==> src/hdl/tsa_pkg.sv <==
// Purpose: Shared constants for the tuner search and AFC control block
// Assumes: 10 MHz core clock
// Notes: Times are kept in their own unit; cycle counts derive from them
package tsa_pkg;
   localparam int CLK_HZ = 10000000;
   localparam int MUTE_LEAD_MS = 110;
   localparam int MUTE_HOLD_MS = 320;
   localparam int WRAP_PAUSE_MS = 210;
   localparam int DEBOUNCE_MS = 31;
   localparam int MUTE_LEAD_CYC = MUTE_LEAD_MS * (CLK_HZ / 1000);
   localparam int MUTE_HOLD_CYC = MUTE_HOLD_MS * (CLK_HZ / 1000);
   localparam int WRAP_PAUSE_CYC = WRAP_PAUSE_MS * (CLK_HZ / 1000);
   localparam int DEBOUNCE_CYC = DEBOUNCE_MS * (CLK_HZ / 1000);
   // Slow AFC rates as printed, in tenths of hertz
   localparam int SLOW_UP_DHZ = 677;
   localparam int SLOW_DN_DHZ = 84;
   localparam int SLOW_UP_CYC = (CLK_HZ * 10) / SLOW_UP_DHZ;
   localparam int SLOW_DN_CYC = (CLK_HZ * 10) / SLOW_DN_DHZ;
   localparam int IGNORE_STEPS = 15;
   localparam int RECALL_OFFSET = 8;
   localparam int TUNE_W = 13;
   localparam logic [12:0] TUNE_MAX = 13'h1FFF;
   localparam logic [12:0] TUNE_MIN = 13'h0000;
   // Band codes: one-hot drive bit index
   localparam logic [1:0] BAND_V1 = 2'h0;
   localparam logic [1:0] BAND_V3 = 2'h1;
   localparam logic [1:0] BAND_UHF = 2'h2;
   localparam logic [1:0] BAND_S = 2'h3;
   // Fast-up divides of the RC tick
   localparam int FAST_DIV_VHF = 1;
   localparam int FAST_DIV_UHF = 2;
   localparam int MED_FACTOR = 4;
   localparam logic [1:0] VAR_TWO_GROUP = 2'h0;
   localparam logic [1:0] VAR_SINGLE = 2'h1;
endpackage : tsa_pkg

==> src/hdl/tsa_debounce.sv <==
// Purpose: Debounce one decoded key level with one-shot acceptance
// Assumes: Input already synchronised to the core clock
// Notes: Counter restarts the moment the key drops
`timescale 1ns/1ps
`default_nettype none
module tsa_debounce #(
   parameter int CYCLES = tsa_pkg::DEBOUNCE_CYC
) (
   input wire logic i_clk,
   input wire logic i_rst,
   input wire logic i_ce,
   input wire logic i_key,
   output logic o_accept
);
   logic [24:0] cnt_reg;
   logic done_reg;

   always_ff @(posedge i_clk or posedge i_rst) begin
      if (i_rst) begin
         cnt_reg <= 25'h000_0000;
         done_reg <= 1'b0;
         o_accept <= 1'b0;
      end else if (i_ce) begin
         o_accept <= 1'b0;
         if (!i_key) begin
            cnt_reg <= 25'h000_0000;
            done_reg <= 1'b0;
         end else if (!done_reg) begin
            if (cnt_reg == 25'(CYCLES - 1)) begin
               done_reg <= 1'b1;
               o_accept <= 1'b1;
            end else begin
               cnt_reg <= cnt_reg + 25'h000_0001;
            end
         end
      end
   end
endmodule : tsa_debounce
`default_nettype wire

==> src/hdl/tsa_core.sv <==
// Purpose: Search, AFC, recall offset, band drive and mute control
// Assumes: Three-level pins arrive as high/low pairs from the pad
// Notes: RC oscillator arrives as a pin sampled into a tick
`timescale 1ns/1ps
`default_nettype none
module tsa_core #(
   parameter logic [1:0] VARIANT = tsa_pkg::VAR_TWO_GROUP,
   parameter int MUTE_LEAD = tsa_pkg::MUTE_LEAD_CYC,
   parameter int MUTE_HOLD = tsa_pkg::MUTE_HOLD_CYC,
   parameter int WRAP_PAUSE = tsa_pkg::WRAP_PAUSE_CYC,
   parameter int DEBOUNCE = tsa_pkg::DEBOUNCE_CYC,
   parameter int SLOW_UP = tsa_pkg::SLOW_UP_CYC,
   parameter int SLOW_DN = tsa_pkg::SLOW_DN_CYC
) (
   input wire logic I_CORE_CLK,
   input wire logic I_RST,
   input wire logic I_CE,
   input wire logic I_AUTO_MODE,
   input wire logic I_LOCK_HI,
   input wire logic I_LOCK_LO,
   input wire logic I_KEY_HI,
   input wire logic I_KEY_LO,
   input wire logic I_RC_OSC,
   input wire logic [3:0] I_PROG_SEL,
   input wire logic I_SUPPLY_OK,
   input wire logic I_STORE_BUSY,
   input wire logic I_RECALL_VALID,
   input wire logic [12:0] I_RECALL_TUNE,
   input wire logic [1:0] I_RECALL_BAND,
   input wire logic I_BAND_STEP,
   output logic [12:0] O_TUNE,
   output logic [3:0] O_BAND_OE,
   output logic O_MUTE,
   output logic O_SEARCHING,
   output logic O_PROG_LOAD
);
   // ****************************************
   // Input synchronisers
   // ****************************************
   logic [7:0] meta_reg;
   logic [7:0] sync_reg;
   always_ff @(posedge I_CORE_CLK or posedge I_RST) begin
      if (I_RST) begin
         meta_reg <= 8'h00;
         sync_reg <= 8'h00;
      end else if (I_CE) begin
         meta_reg <= {I_AUTO_MODE, I_LOCK_HI, I_LOCK_LO, I_KEY_HI,
                      I_KEY_LO, I_RC_OSC, I_SUPPLY_OK, I_BAND_STEP};
         sync_reg <= meta_reg;
      end
   end
   logic [3:0] pmeta_reg;
   logic [3:0] psync_reg;
   logic [3:0] pold_reg;
   always_ff @(posedge I_CORE_CLK or posedge I_RST) begin
      if (I_RST) begin
         pmeta_reg <= 4'h0;
         psync_reg <= 4'h0;
         pold_reg <= 4'h0;
      end else if (I_CE) begin
         pmeta_reg <= I_PROG_SEL;
         psync_reg <= pmeta_reg;
         pold_reg <= psync_reg;
      end
   end
   wire auto_m = sync_reg[7];
   wire lk_hi = sync_reg[6];
   wire lk_lo = sync_reg[5];
   wire k_hi = sync_reg[4] & ~sync_reg[3];
   wire k_lo = sync_reg[3] & ~sync_reg[4];
   wire supply = sync_reg[1];
   wire prog_chg = psync_reg != pold_reg;

   // ****************************************
   // RC step tick and rate division
   // ****************************************
   logic rc_old_reg;
   logic [2:0] div_reg;
   always_ff @(posedge I_CORE_CLK or posedge I_RST) begin
      if (I_RST) begin
         rc_old_reg <= 1'b0;
         div_reg <= 3'h0;
      end else if (I_CE) begin
         rc_old_reg <= sync_reg[2];
         if (sync_reg[2] & ~rc_old_reg) div_reg <= div_reg + 3'h1;
      end
   end
   wire rc_tick = sync_reg[2] & ~rc_old_reg;

   // ****************************************
   // Manual keys
   // ****************************************
   logic acc_up;
   logic acc_dn;
   tsa_debounce #(.CYCLES(DEBOUNCE)) u_db_up (
      .i_clk(I_CORE_CLK), .i_rst(I_RST), .i_ce(I_CE),
      .i_key(k_hi), .o_accept(acc_up));
   tsa_debounce #(.CYCLES(DEBOUNCE)) u_db_dn (
      .i_clk(I_CORE_CLK), .i_rst(I_RST), .i_ce(I_CE),
      .i_key(k_lo), .o_accept(acc_dn));
   // Held-key manual stepping needs the raw level after acceptance
   logic man_up_reg;
   logic man_dn_reg;
   always_ff @(posedge I_CORE_CLK or posedge I_RST) begin
      if (I_RST) begin
         man_up_reg <= 1'b0;
         man_dn_reg <= 1'b0;
      end else if (I_CE) begin
         if (acc_up) man_up_reg <= 1'b1;
         else if (!k_hi) man_up_reg <= 1'b0;
         if (acc_dn) man_dn_reg <= 1'b1;
         else if (!k_lo) man_dn_reg <= 1'b0;
      end
   end

   // ****************************************
   // Search state machine
   // ****************************************
   typedef enum logic [6:0] {
      S_IDLE = 7'h01, S_LEAD = 7'h02, S_FAST = 7'h04, S_MED = 7'h08,
      S_PAUSE = 7'h10, S_CHG = 7'h20, S_AFC = 7'h40
   } tsa_state_t;
   tsa_state_t st_reg;
   logic [22:0] tmr_reg;
   logic [3:0] ign_reg;
   logic seen_lo_reg;
   logic lk_hi_old_reg;
   logic lk_lo_old_reg;
   logic grp_hi_reg;
   logic start_pend_reg;
   logic chg_pend_reg;
   logic [12:0] tune_reg;
   logic [1:0] band_reg;
   logic [20:0] slow_reg; // Slow-down period needs 21 bits at full clock
   logic was_auto_reg;

   wire start_req = (acc_up | acc_dn) & auto_m;
   wire fast_band = (band_reg == tsa_pkg::BAND_V1)
                  | (band_reg == tsa_pkg::BAND_V3);
   wire [2:0] fast_mask = fast_band ? 3'h0 : 3'h1;
   wire step_fast = rc_tick & ((div_reg & fast_mask) == 3'h0);
   wire [2:0] med_mask = fast_band ? 3'h3 : 3'h7;
   wire step_med = rc_tick & ((div_reg & med_mask) == 3'h0);
   wire lock_en = auto_m & (st_reg != S_CHG);
   wire m_to_h = lock_en & lk_hi & ~lk_hi_old_reg;
   wire m_to_l = lock_en & lk_lo & ~lk_lo_old_reg;

   function automatic logic [1:0] first_band(input logic hi_grp,
                                              input logic fast);
      if (VARIANT != tsa_pkg::VAR_TWO_GROUP) first_band = 2'h0;
      else if (hi_grp)
         first_band = fast ? tsa_pkg::BAND_V1 : tsa_pkg::BAND_S;
      else
         first_band = fast ? tsa_pkg::BAND_V3 : tsa_pkg::BAND_UHF;
   endfunction : first_band

   always_ff @(posedge I_CORE_CLK or posedge I_RST) begin
      if (I_RST) begin
         lk_hi_old_reg <= 1'b0;
         lk_lo_old_reg <= 1'b0;
      end else if (I_CE) begin
         lk_hi_old_reg <= lk_hi;
         lk_lo_old_reg <= lk_lo;
      end
   end

   always_ff @(posedge I_CORE_CLK or posedge I_RST) begin
      if (I_RST) begin
         st_reg <= S_IDLE;
         tmr_reg <= 23'h00_0000;
         ign_reg <= 4'h0;
         seen_lo_reg <= 1'b0;
         grp_hi_reg <= 1'b0;
         start_pend_reg <= 1'b0;
         chg_pend_reg <= 1'b0;
         tune_reg <= 13'h0000;
         band_reg <= tsa_pkg::BAND_V3;
         slow_reg <= 21'h0_0000;
         was_auto_reg <= 1'b0;
         O_PROG_LOAD <= 1'b0;
      end else if (I_CE) begin
         O_PROG_LOAD <= 1'b0;
         was_auto_reg <= auto_m;
         if (prog_chg) chg_pend_reg <= 1'b1;
         if (start_req) begin
            start_pend_reg <= 1'b1;
            grp_hi_reg <= acc_up;
         end
         case (st_reg)
            S_IDLE, S_AFC: begin
               if (I_STORE_BUSY) begin
                  st_reg <= st_reg;
               end else if (chg_pend_reg | prog_chg) begin
                  chg_pend_reg <= 1'b0;
                  st_reg <= S_CHG;
                  tmr_reg <= 23'h00_0000;
               end else if (start_pend_reg) begin
                  start_pend_reg <= 1'b0;
                  st_reg <= S_LEAD;
                  tmr_reg <= 23'h00_0000;
               end else if (!auto_m) begin
                  st_reg <= S_IDLE;
                  if (man_up_reg & step_fast)
                     tune_reg <= tune_reg + 13'h0001;
                  else if (man_dn_reg & step_fast)
                     tune_reg <= tune_reg - 13'h0001;
                  if (sync_reg[0] & ~was_auto_reg)
                     band_reg <= band_reg;
               end else begin
                  st_reg <= S_AFC;
                  slow_reg <= slow_reg + 21'h0_0001;
                  if (lk_lo & !lk_hi) begin
                     if (slow_reg >= 21'(SLOW_UP - 1)) begin
                        slow_reg <= 21'h0_0000;
                        tune_reg <= tune_reg + 13'h0001;
                     end
                  end else if (lk_hi & !lk_lo) begin
                     if (slow_reg >= 21'(SLOW_DN - 1)) begin
                        slow_reg <= 21'h0_0000;
                        tune_reg <= tune_reg - 13'h0001;
                     end
                  end else begin
                     slow_reg <= 21'h0_0000;
                  end
               end
            end
            S_LEAD: begin
               tmr_reg <= tmr_reg + 23'h00_0001;
               if (prog_chg) begin
                  st_reg <= S_CHG;
                  chg_pend_reg <= 1'b0;
                  tmr_reg <= 23'h00_0000;
               end else if (tmr_reg == 23'(MUTE_LEAD - 1)) begin
                  st_reg <= S_FAST;
                  // A fresh start opens its group on the fast band
                  band_reg <= first_band(grp_hi_reg, 1'b1);
                  if (VARIANT != tsa_pkg::VAR_TWO_GROUP)
                     band_reg <= band_reg;
                  tune_reg <= tsa_pkg::TUNE_MIN;
                  ign_reg <= 4'h0;
                  seen_lo_reg <= 1'b0;
               end
            end
            S_FAST, S_MED, S_PAUSE: begin
               if (prog_chg | !auto_m) begin
                  st_reg <= auto_m ? S_CHG : S_IDLE;
                  chg_pend_reg <= 1'b0;
                  tmr_reg <= 23'h00_0000;
               end else if (start_pend_reg &&
                            VARIANT == tsa_pkg::VAR_TWO_GROUP) begin
                  start_pend_reg <= 1'b0;
                  st_reg <= S_FAST;
                  band_reg <= first_band(grp_hi_reg, fast_band);
                  tune_reg <= tsa_pkg::TUNE_MIN;
                  ign_reg <= 4'h0;
                  seen_lo_reg <= 1'b0;
               end else if (st_reg == S_PAUSE) begin
                  tmr_reg <= tmr_reg + 23'h00_0001;
                  if (tmr_reg == 23'(WRAP_PAUSE - 1)) begin
                     st_reg <= S_FAST;
                     tune_reg <= tsa_pkg::TUNE_MIN;
                     ign_reg <= 4'h0;
                     seen_lo_reg <= 1'b0;
                     if (VARIANT == tsa_pkg::VAR_TWO_GROUP)
                        band_reg <= first_band(grp_hi_reg, ~fast_band);
                  end
               end else if (st_reg == S_FAST) begin
                  if (m_to_l && ign_reg == 4'(tsa_pkg::IGNORE_STEPS))
                     seen_lo_reg <= 1'b1;
                  if (m_to_h && seen_lo_reg &&
                      ign_reg == 4'(tsa_pkg::IGNORE_STEPS)) begin
                     st_reg <= S_MED;
                  end else if (step_fast) begin
                     if (ign_reg != 4'(tsa_pkg::IGNORE_STEPS))
                        ign_reg <= ign_reg + 4'h1;
                     if (tune_reg == tsa_pkg::TUNE_MAX) begin
                        st_reg <= S_PAUSE;
                        tmr_reg <= 23'h00_0000;
                     end else begin
                        tune_reg <= tune_reg + 13'h0001;
                     end
                  end
               end else begin
                  if (m_to_l) begin
                     st_reg <= S_AFC;
                     slow_reg <= 21'h0_0000;
                  end else if (step_med) begin
                     tune_reg <= tune_reg - 13'h0001;
                  end
               end
            end
            S_CHG: begin
               tmr_reg <= tmr_reg + 23'h00_0001;
               if (tmr_reg == 23'(MUTE_LEAD - 1)) begin
                  O_PROG_LOAD <= 1'b1;
               end
               if (I_RECALL_VALID && tmr_reg >= 23'(MUTE_LEAD)) begin
                  band_reg <= I_RECALL_BAND;
                  tune_reg <= auto_m
                     ? I_RECALL_TUNE - 13'(tsa_pkg::RECALL_OFFSET)
                     : I_RECALL_TUNE;
               end
               if (tmr_reg == 23'(MUTE_HOLD - 1)) begin
                  st_reg <= S_IDLE;
               end
            end
            default: st_reg <= S_IDLE;
         endcase
      end
   end

   // ****************************************
   // Mute and outputs
   // ****************************************
   logic [22:0] pwr_reg;
   logic pwr_mute_reg;
   always_ff @(posedge I_CORE_CLK or posedge I_RST) begin
      if (I_RST) begin
         pwr_reg <= 23'h00_0000;
         pwr_mute_reg <= 1'b1;
      end else if (I_CE) begin
         if (!supply) begin
            pwr_reg <= 23'h00_0000;
            pwr_mute_reg <= 1'b1;
         end else if (pwr_reg == 23'(MUTE_HOLD - 1)) begin
            pwr_mute_reg <= 1'b0;
         end else begin
            pwr_reg <= pwr_reg + 23'h00_0001;
         end
      end
   end

   always_ff @(posedge I_CORE_CLK or posedge I_RST) begin
      if (I_RST) begin
         O_MUTE <= 1'b1;
         O_SEARCHING <= 1'b0;
         O_TUNE <= 13'h0000;
         O_BAND_OE <= 4'h0;
      end else if (I_CE) begin
         O_MUTE <= pwr_mute_reg | (st_reg == S_LEAD) | (st_reg == S_FAST)
                 | (st_reg == S_MED) | (st_reg == S_PAUSE)
                 | (st_reg == S_CHG);
         O_SEARCHING <= (st_reg == S_FAST) | (st_reg == S_MED)
                      | (st_reg == S_PAUSE);
         O_TUNE <= tune_reg;
         O_BAND_OE <= 4'h1 << band_reg;
      end
   end
endmodule : tsa_core
`default_nettype wire

==> config.mk <==
export PLATFORM = sky130hd
export DESIGN_NAME = tsa_core
export DESIGN_NICKNAME = d
export VERILOG_FILES = /design/src/hdl/tsa_pkg.sv /design/src/hdl/tsa_debounce.sv /design/src/hdl/tsa_core.sv
export SDC_FILE = /design/constraint.sdc
export NUM_CORES = 1
export LEC_CHECK = 0
export BUFFER_PORTS_ARGS = -buffer_cell sky130_fd_sc_hd__buf_2
export CAP_MARGIN = 20
export CORE_UTILIZATION = 60
export CTS_BUF_LIST = sky130_fd_sc_hd__clkbuf_8
export DETAILED_ROUTE_END_ITERATION = 10
export GPL_ROUTABILITY_DRIVEN = 0
export HOLD_SLACK_MARGIN = 0.06
export PLACE_DENSITY = 0.86
export SYNTH_ARGS = -nofsm -noshare
export SYNTH_HDL_FRONTEND = slang
export SYNTH_HIERARCHICAL = 1
export SYNTH_SLANG_ARGS = --single-unit
==> constraint.sdc <==
create_clock -name I_CORE_CLK -period 10 [get_ports I_CORE_CLK]
set_clock_uncertainty 0.2 [all_clocks]
set_input_delay 0.5 -clock I_CORE_CLK [delete_from_list [all_inputs] [get_ports I_CORE_CLK]]
set_output_delay 0.5 -clock I_CORE_CLK [all_outputs]
set_load 0.005 [all_outputs]
==> impl_metrics.sql, run 1 <==
INSERT INTO impl_metrics (metric_group, metric, value, unit) VALUES
('sta', 'final_min_period_over_clock_period', '37.46', '%'),
('synthesis', 'synth-edff-count', '0', ''),
('sta', 'post-route-worst-setup-slack', '6.254', 'ns'),
('critical_path', 'reg2reg_path_depth', '6', ''),
('global_route', 'gr-usage-met1', '37.93', '%'),
('critical_path', 'critPathLaunch', 'pold_reg[3]$_DFFE_PP0P_', ''),
('placed_design', 'detailed_place.area', '12980', 'sq um'),
('synthesis', 'synth_nets', '1443', ''),
('route', 'ant_nets', '0', ''),
('critical_path', 'startpoint_type', 'flip-flop', ''),
('synthesis', 'yosys-top-cells-area', 'sky130_fd_sc_hd__dfrtp_1, sky130_fd_sc_hd__o21ai_0, sky130_fd_sc_hd__mux2_2, sky130_fd_sc_hd__nand2_1, sky130_fd_sc_hd__nor2_1', ''),
('die', 'top_level_i_o_count', '52', ''),
('cells_and_area', 'layout_common_cells', 'sky130_fd_sc_hd__dfrtp_1, sky130_fd_sc_hd__o21ai_0, sky130_fd_sc_hd__nand2_1', ''),
('clock_tree', 'cts.sink_count', '206', ''),
('synthesis', 'synth_warnings', '6', ''),
('synthesis', 'post_synth_inst_count', '1396', ''),
('hold_path', 'hold_path.class', 'input pin to flip-flop', ''),
('sta', 'worst_slew_margin_rel', '25.26', '%'),
('global_route', 'grt_util_overall', '29.04', '%'),
('clock_tree', 'clk_latency', '0.54', 'ns'),
('clock_tree', 'cts.repair_timing.setup_buffer_count', '0', ''),
('clock_tree', 'tritoncts_clock_tree', 'yes', ''),
('power', 'cell_internal_pwr', '1630', 'uW'),
('cells_and_area', 'final_common_cell', 'sky130_fd_sc_hd__dfrtp_1', ''),
('flow_run', 'timing.max_cap.violations', '0', ''),
('critical_path', 'critical_path_arrival', '3.91', 'ns'),
('route', 'drt-wirelength-per-cell', '18.06', 'microns'),
('die', 'die_area', '21690', 'sq um'),
('global_route', 'first_pass_grt_wire_length', '52260', 'microns'),
('power', 'netSwitchingFraction', '36.20', '%'),
('synthesis', 'synth-seq-cells', '206', ''),
('global_route', 'met2_usage', '48.63', '%'),
('cells_and_area', 'layoutNonFillerInstCount', '1738', ''),
('synthesis', 'ys_types', '97', ''),
('route', 'finalWirelength', '31380', 'microns'),
('global_route', 'grt_start_max_net_pins', '83', ''),
('die', 'die_h', '147.3', 'microns'),
('die', 'start_util', '61.99', '%'),
('cells_and_area', 'layout.nets', '1491', ''),
('sta', 'finalHoldViolations', '0', ''),
('die', 'row_count', '52', ''),
('sta', 'worst_pin_slew', '1.111', 'ns'),
('placed_design', 'detailedPlacementHpwl', '20530', 'microns'),
('synthesis', 'synth_largest_type_area_fraction', '39.92', '%'),
('critical_path', 'crit_path_end_kind', 'flip-flop', ''),
('status', 'outcome', 'finished clean', ''),
('power', 'share_clk_of_total_power', '30.4', '%'),
('placed_design', 'place.port_buffers', '50', ''),
('global_route', 'grt.busiest_layer', 'met2', ''),
('cells_and_area', 'antennaDiodeCount', '0', ''),
('power', 'power_density', '183.7', 'nW/um^2'),
('route', 'remaining_drc_errors', '0', ''),
('global_route', 'gr-total-overflow', '0', ''),
('cells_and_area', 'fin_area', '13910', 'sq um'),
('synthesis', 'syn_avg_cell_area', '9.071', 'sq um'),
('critical_path', 'timing.critical_path.fanout_max', '27', ''),
('sta', 'max_freq', '266.9', 'MHz'),
('route', 'first_iter_violations', '811', ''),
('clock_tree', 'tritoncts.num_buffers', '35', ''),
('sta', 'grt_setup_unrepaired', 'false', ''),
('synthesis', 'synth_ff_type', 'sky130_fd_sc_hd__dfrtp_1', ''),
('synthesis', 'async_reset_ff_share', '100.0', '%'),
('cells_and_area', 'fraction_of_layout_cells_with_a_size_suffix_above_1', '14.71', '%'),
('power', 'power.sequential.fraction', '42.1', '%'),
('placed_design', 'placed_cells', '1659', ''),
('die', 'coreArea', '20430', 'sq um'),
('power', 'p_comb_share', '27.5', '%'),
('critical_path', 'crit-reg2reg-capture', 'tmr_reg[12]$_DFFE_PP0P_', ''),
('critical_path', 'critical_path.endpoint', 'tmr_reg[12]$_DFFE_PP0P_', ''),
('power', 'power.static_leakage', '0.005778', 'uW'),
('sta', 'setup_tns', '0', 'ns');
-- power groups by stage --
stage / Clock, uW / Sequential [uW] / Combinational, uW
2_1_floorplan: 0 / 1020 / 561
3_3_place_gp: 0 / 1080 / 654
3_5_place_dp: 0 / 1090 / 678
4_1_cts: 788 / 1070 / 687
5_1_grt: 826 / 1090 / 775
6_report: 777 / 1080 / 702
-- stage by stage --
| step | util, % | power [uW] | hold slack [ns] |
|---|---|---|---|
| after floorplan | - | 1581 | 0.2447 |
| after global placement | 63.54 | 1732 | 0.2598 |
| after detailed placement | 63.54 | 1763 | 0.2636 |
| after CTS | 67.65 | 2546 | 0.08944 |
| after global routing | 68.08 | 2693 | 0.1222 |
| final | 68.08 | 2555 | 0.08579 |
-- what timing repair did --
item	CTS	global route
setup endpoints to repair	0	0
endpoints found under the hold margin	80	0
hold buffers	14	0
-- kinds of logic after synthesis --
logic type,after synthesis,share of synthesized area [%]
multiplexers,57,5.000
XOR/XNOR,49,3.389
adder cells (fa/ha/maj),15,1.482
flip-flops,206,40.75
AND/OR/NAND/NOR,569,24.93
buffers and inverters,112,4.140
AO/OA/AOI/OAI,388,20.31
-- worst max-delay path, stage by stage (launching register included) --
cell and delay (ns):
sky130_fd_sc_hd__dfrtp_1 0.39, sky130_fd_sc_hd__xor2_1 0.19, sky130_fd_sc_hd__nor4_4 0.86, sky130_fd_sc_hd__nand3_1 0.33, sky130_fd_sc_hd__o2111ai_4 0.65, sky130_fd_sc_hd__or2_1 0.68
sky130_fd_sc_hd__o21ai_0 0.24
-- synthesized netlist by cell type, types with 14 or more instances --
library cell	instances
sky130_fd_sc_hd__a21oi_1	46
sky130_fd_sc_hd__a31oi_1	19
sky130_fd_sc_hd__and2_1	19
sky130_fd_sc_hd__and3_1	23
sky130_fd_sc_hd__buf_2	14
sky130_fd_sc_hd__clkbuf_1	37
sky130_fd_sc_hd__dfrtp_1	202
sky130_fd_sc_hd__ha_1	15
sky130_fd_sc_hd__inv_1	46
sky130_fd_sc_hd__mux2_2	49
sky130_fd_sc_hd__nand2_1	123
sky130_fd_sc_hd__nand2b_1	28
sky130_fd_sc_hd__nand3_1	62
sky130_fd_sc_hd__nand4_1	39
sky130_fd_sc_hd__nor2_1	101
sky130_fd_sc_hd__nor2b_1	22
sky130_fd_sc_hd__nor3_1	24
sky130_fd_sc_hd__nor4_1	19
sky130_fd_sc_hd__o21ai_0	141
sky130_fd_sc_hd__o31ai_1	45
sky130_fd_sc_hd__or3_1	20
sky130_fd_sc_hd__xnor2_1	17
sky130_fd_sc_hd__xor2_1	32
-- how the worst min path moves through the flow --
stage	start	to	slack [ns]	depth (start not counted)
finish	I_RECALL_TUNE[2]	tune_reg[2]$_DFFE_PP0P_	0.09	5
global route	I_RECALL_TUNE[2]	tune_reg[2]$_DFFE_PP0P_	0.12	5
CTS	I_RECALL_TUNE[2]	tune_reg[2]$_DFFE_PP0P_	0.09	5
detailed placement	div_reg[2]$_DFFE_PP0P_	div_reg[2]$_DFFE_PP0P_	0.26	1
global placement	O_BAND_OE[0]$_DFFE_PP0P_	O_BAND_OE[0]$_DFFE_PP0P_	0.26	2
floorplan	u_db_dn/cnt_reg[13]$_DFFE_PP0P_	u_db_dn/cnt_reg[13]$_DFFE_PP0P_	0.24	1
-- layer usage --
metal,up-vias,share of wire [%]
li1,5284,-
met1,5502,42
met2,496,49
met3,83,6.8
met4,0,2.7
met5,-,0
-- area by class of cell --
cell class,instances,share of cell area [%]
clock inverters,21,1.071
flip-flops and latches,206,37.10
repair buffers,77,3.940
multi-input cells,1078,50.23
clock buffers,40,3.958
well taps,270,2.429
inverters,46,1.277
No activity file was read; power rests on OpenSTA's default activity.
==> run 2, diff against run 1 <==
--- a/config.mk
+++ b/config.mk
@@ -7,12 +7,12 @@
 export LEC_CHECK = 0
 export BUFFER_PORTS_ARGS = -buffer_cell sky130_fd_sc_hd__buf_2
 export CAP_MARGIN = 20
-export CORE_UTILIZATION = 60
+export CORE_UTILIZATION = 58
 export CTS_BUF_LIST = sky130_fd_sc_hd__clkbuf_8
 export DETAILED_ROUTE_END_ITERATION = 10
 export GPL_ROUTABILITY_DRIVEN = 0
 export HOLD_SLACK_MARGIN = 0.06
-export PLACE_DENSITY = 0.86
+export PLACE_DENSITY = 0.87
 export SYNTH_ARGS = -nofsm -noshare
 export SYNTH_HDL_FRONTEND = slang
 export SYNTH_HIERARCHICAL = 1
==> constraint.sdc (replaced) <==
create_clock -name I_CORE_CLK -period 3.3 [get_ports I_CORE_CLK]
set_clock_uncertainty 0.2 [all_clocks]
set_input_delay 0.165 -clock I_CORE_CLK [delete_from_list [all_inputs] [get_ports I_CORE_CLK]]
set_output_delay 0.165 -clock I_CORE_CLK [all_outputs]
set_load 0.005 [all_outputs]
==> impl_metrics.sql, run 2 (synthesized netlist as in run 1, its figures left out) <==
INSERT INTO impl_metrics (metric_group, metric, value, unit) VALUES
('sta', 'finalHoldViolations', '0', ''),
('global_route', 'groute.layer.met3.usage', '4.817', '%'),
('clock_tree', 'cts.sink_count', '206', ''),
('route', 'ant_nets', '0', ''),
('die', 'die_h', '149.8', 'microns'),
('critical_path', 'timing.critical_path.fanout_max', '15', ''),
('critical_path', 'worst_r2r_startpoint', 'st_reg[2]$_DFFE_PP0P_', ''),
('critical_path', 'startpoint_type', 'flip-flop', ''),
('hold_path', 'min_from', 'I_RECALL_TUNE[5]', ''),
('critical_path', 'reg2reg_path_depth', '9', ''),
('sta', 'setup_tns', '0', 'ns'),
('power', 'p_comb_share', '29.2', '%'),
('clock_tree', 'clock_tree.buffer_depth', '3', ''),
('sta', 'setup_violations', '0', ''),
('power', 'cell_internal_pwr', '5113', 'uW'),
('critical_path', 'critical_setup_path_kind', 'flip-flop to flip-flop', ''),
('die', 'die_area', '22430', 'sq um'),
('clock_tree', 'cts_root_buffer', 'sky130_fd_sc_hd__clkbuf_8', ''),
('global_route', 'gr-usage-met1', '39.05', '%'),
('cells_and_area', 'fill_cells', '1585', ''),
('clock_tree', 'cts.repair_timing.setup_buffer_count', '0', ''),
('route', 'post_drt_via_cell_ratio', '6.557', ''),
('power', 'power_density', '554.2', 'nW/um^2'),
('route', 'first_iter_violations', '872', ''),
('route', 'drt-wirelength-per-cell', '18.27', 'microns'),
('cells_and_area', 'final_common_cell', 'sky130_fd_sc_hd__dfrtp_1', ''),
('placed_design', 'place.port_buffers', '50', ''),
('power', 'power.sequential.fraction', '40.7', '%'),
('global_route', 'antenna_found_initial', '0', ''),
('global_route', 'grt.busiest_layer', 'met2', ''),
('critical_path', 'crit-reg2reg-capture', 'tune_reg[10]$_DFFE_PP0P_', ''),
('power', 'share_clk_of_total_power', '30.1', '%'),
('die', 'die_width', '149.8', 'microns'),
('power', 'power.static_leakage', '0.005993', 'uW'),
('hold_path', 'hold-path-endpoint', 'tune_reg[8]$_DFFE_PP0P_', ''),
('sta', 'max_freq', '312.6', 'MHz'),
('cells_and_area', 'fin_area', '14330', 'sq um'),
('critical_path', 'critical_path_arrival', '3.45', 'ns'),
('global_route', 'via_count_of_the_first_global_routing_pass', '11281', ''),
('flow_run', 'timing.max_cap.violations', '0', ''),
('critical_path', 'reg2reg_setup_slack', '0.10', 'ns'),
('cells_and_area', 'synthToLayoutAreaGrowth', '13.15', '%'),
('global_route', 'grt_util_overall', '29.48', '%'),
('clock_tree', 'tritoncts.num_buffers', '37', ''),
('die', 'row_count', '53', ''),
('route', 'remaining_drc_errors', '0', ''),
('power', 'netSwitchingPower', '2828', 'uW'),
('sta', 'worst_slew_margin_rel', '31.31', '%'),
('cells_and_area', 'fraction_of_layout_cells_with_a_size_suffix_above_1', '16.47', '%'),
('route', 'detailed_route_via_count', '11718', ''),
('cells_and_area', 'layout_common_cells', 'sky130_fd_sc_hd__dfrtp_1, sky130_fd_sc_hd__o21ai_0, sky130_fd_sc_hd__nand2_1', ''),
('global_route', 'met2_usage', '47.71', '%'),
('hold_path', 'worstHoldPathCells', '6', ''),
('route', 'finalWirelength', '32650', 'microns'),
('sta', 'timing.final.max_slew_violations', '0', ''),
('status', 'outcome', 'finished clean', ''),
('die', 'coreArea', '21220', 'sq um'),
('hold_path', 'hold_path.class', 'input pin to flip-flop', ''),
('sta', 'final_min_period_over_clock_period', '96.93', '%'),
('global_route', 'gr-total-overflow', '0', ''),
('sta', 'worst_pin_slew', '1.016', 'ns'),
('sta', 'grt_setup_unrepaired', 'false', ''),
('clock_tree', 'path_clk_slew', '0.06', 'ns'),
('power', 'netSwitchingFraction', '35.62', '%'),
('route', 'detailedRoute.firstPassIterationCount', '5', ''),
('placed_design', 'detailed_place.area', '13250', 'sq um'),
('sta', 'post-route-min-period', '3.199', 'ns'),
('cells_and_area', 'layout.nets', '1538', ''),
('global_route', 'grt_start_max_net_pins', '57', ''),
('global_route', 'first_pass_grt_wire_length', '53940', 'microns'),
('critical_path', 'crit_path_end_kind', 'flip-flop', ''),
('critical_path', 'timing.critical_path.required', '3.55', 'ns'),
('power', 'max-vdd-ir-drop', '0.3477', 'mV'),
('clock_tree', 'tritoncts_clock_tree', 'yes', ''),
('cells_and_area', 'antennaDiodeCount', '0', ''),
('clock_tree', 'htree_levels', '2', ''),
('die', 'start_util', '59.68', '%'),
('placed_design', 'detailedPlacementHpwl', '21710', 'microns'),
('die', 'top_level_i_o_count', '52', ''),
('clock_tree', 'clk_latency', '0.54', 'ns');
==> run 2: worst max-delay path by stage <==
stage	from	endpoint	cells past startpoint
floorplan	tune_reg[0]$_DFFE_PP0P_	tune_reg[12]$_DFFE_PP0P_	10
global placement	st_reg[3]$_DFFE_PP0P_	tmr_reg[18]$_DFFE_PP0P_	7
detailed placement	st_reg[5]$_DFFE_PP0P_	slow_reg[4]$_DFFE_PP0P_	7
CTS	st_reg[3]$_DFFE_PP0P_	slow_reg[4]$_DFFE_PP0P_	8
global route	st_reg[5]$_DFFE_PP0P_	tmr_reg[20]$_DFFE_PP0P_	6
finish	st_reg[2]$_DFFE_PP0P_	tune_reg[10]$_DFFE_PP0P_	9
==> run 2: per-layer routing <==
metal,wire (microns),vias up
met2,15690,550
li1,-,5379
met5,0,-
met1,13450,5687
met4,1023,0
met3,2488,102
==> run 2: metrics by stage <==
stage / power (uW) / instances / util [%] / hold slack, ns / worst slack [ns]
6_report: 7941 / 1787 / 67.52 / 0.1091 / 0.1013
5_1_grt: 8344 / 1787 / 67.52 / 0.1673 / 0.00003975
4_1_cts: 7908 / 1784 / 67.20 / 0.08005 / 0.1555
3_3_place_gp: 5351 / 1696 / 62.45 / -0.01400 / 0.3114
3_5_place_dp: 5471 / 1696 / 62.45 / -0.003144 / 0.2095
2_1_floorplan: 4791 / 1396 / - / 0.01772 / 0.5762
==> run 2: timing repair <==
action / 4_1_cts / 5_1_grt
hold endpoints to repair: 239 / 16
hold buffers: 28 / 1
endpoints found under the setup margin: 0 / 29
resized for setup: 0 / 2
==> run 2: area by class of cell <==
cell class                 count  area, sq um  share of cell area [%]
sequential                   206         5161                   36.02
clock buffer                  47        646.9                   4.515
tap                          275        344.1                   2.401
timing repair buffer         122        930.9                   6.497
inverter                      46        176.4                   1.231
multi-input combinational   1078         6988                   48.77
clock inverter                13        81.33                  0.5676
==> run 2: worst max-delay path: stages, from the launching register on <==
cell and delay, ns:
sky130_fd_sc_hd__dfrtp_1 0.66, sky130_fd_sc_hd__xor2_1 0.24, sky130_fd_sc_hd__o211ai_1 0.26, sky130_fd_sc_hd__buf_4 0.23, sky130_fd_sc_hd__o21ai_0 0.14, sky130_fd_sc_hd__buf_4 0.18, sky130_fd_sc_hd__nor4_1 0.49, sky130_fd_sc_hd__o2111ai_2 0.26
sky130_fd_sc_hd__buf_4 0.23, sky130_fd_sc_hd__o21ai_0 0.21
==> run 2: power by group through the flow <==
| stage | combinational [uW] | sequential, uW | clock, uW |
|---|---|---|---|
| 2_1_floorplan | 1700 | 3090 | 0 |
| 3_3_place_gp | 2120 | 3230 | 0 |
| 3_5_place_dp | 2220 | 3260 | 0 |
| 4_1_cts | 2260 | 3220 | 2430 |
| 5_1_grt | 2530 | 3280 | 2540 |
| 6_report | 2320 | 3230 | 2390 |
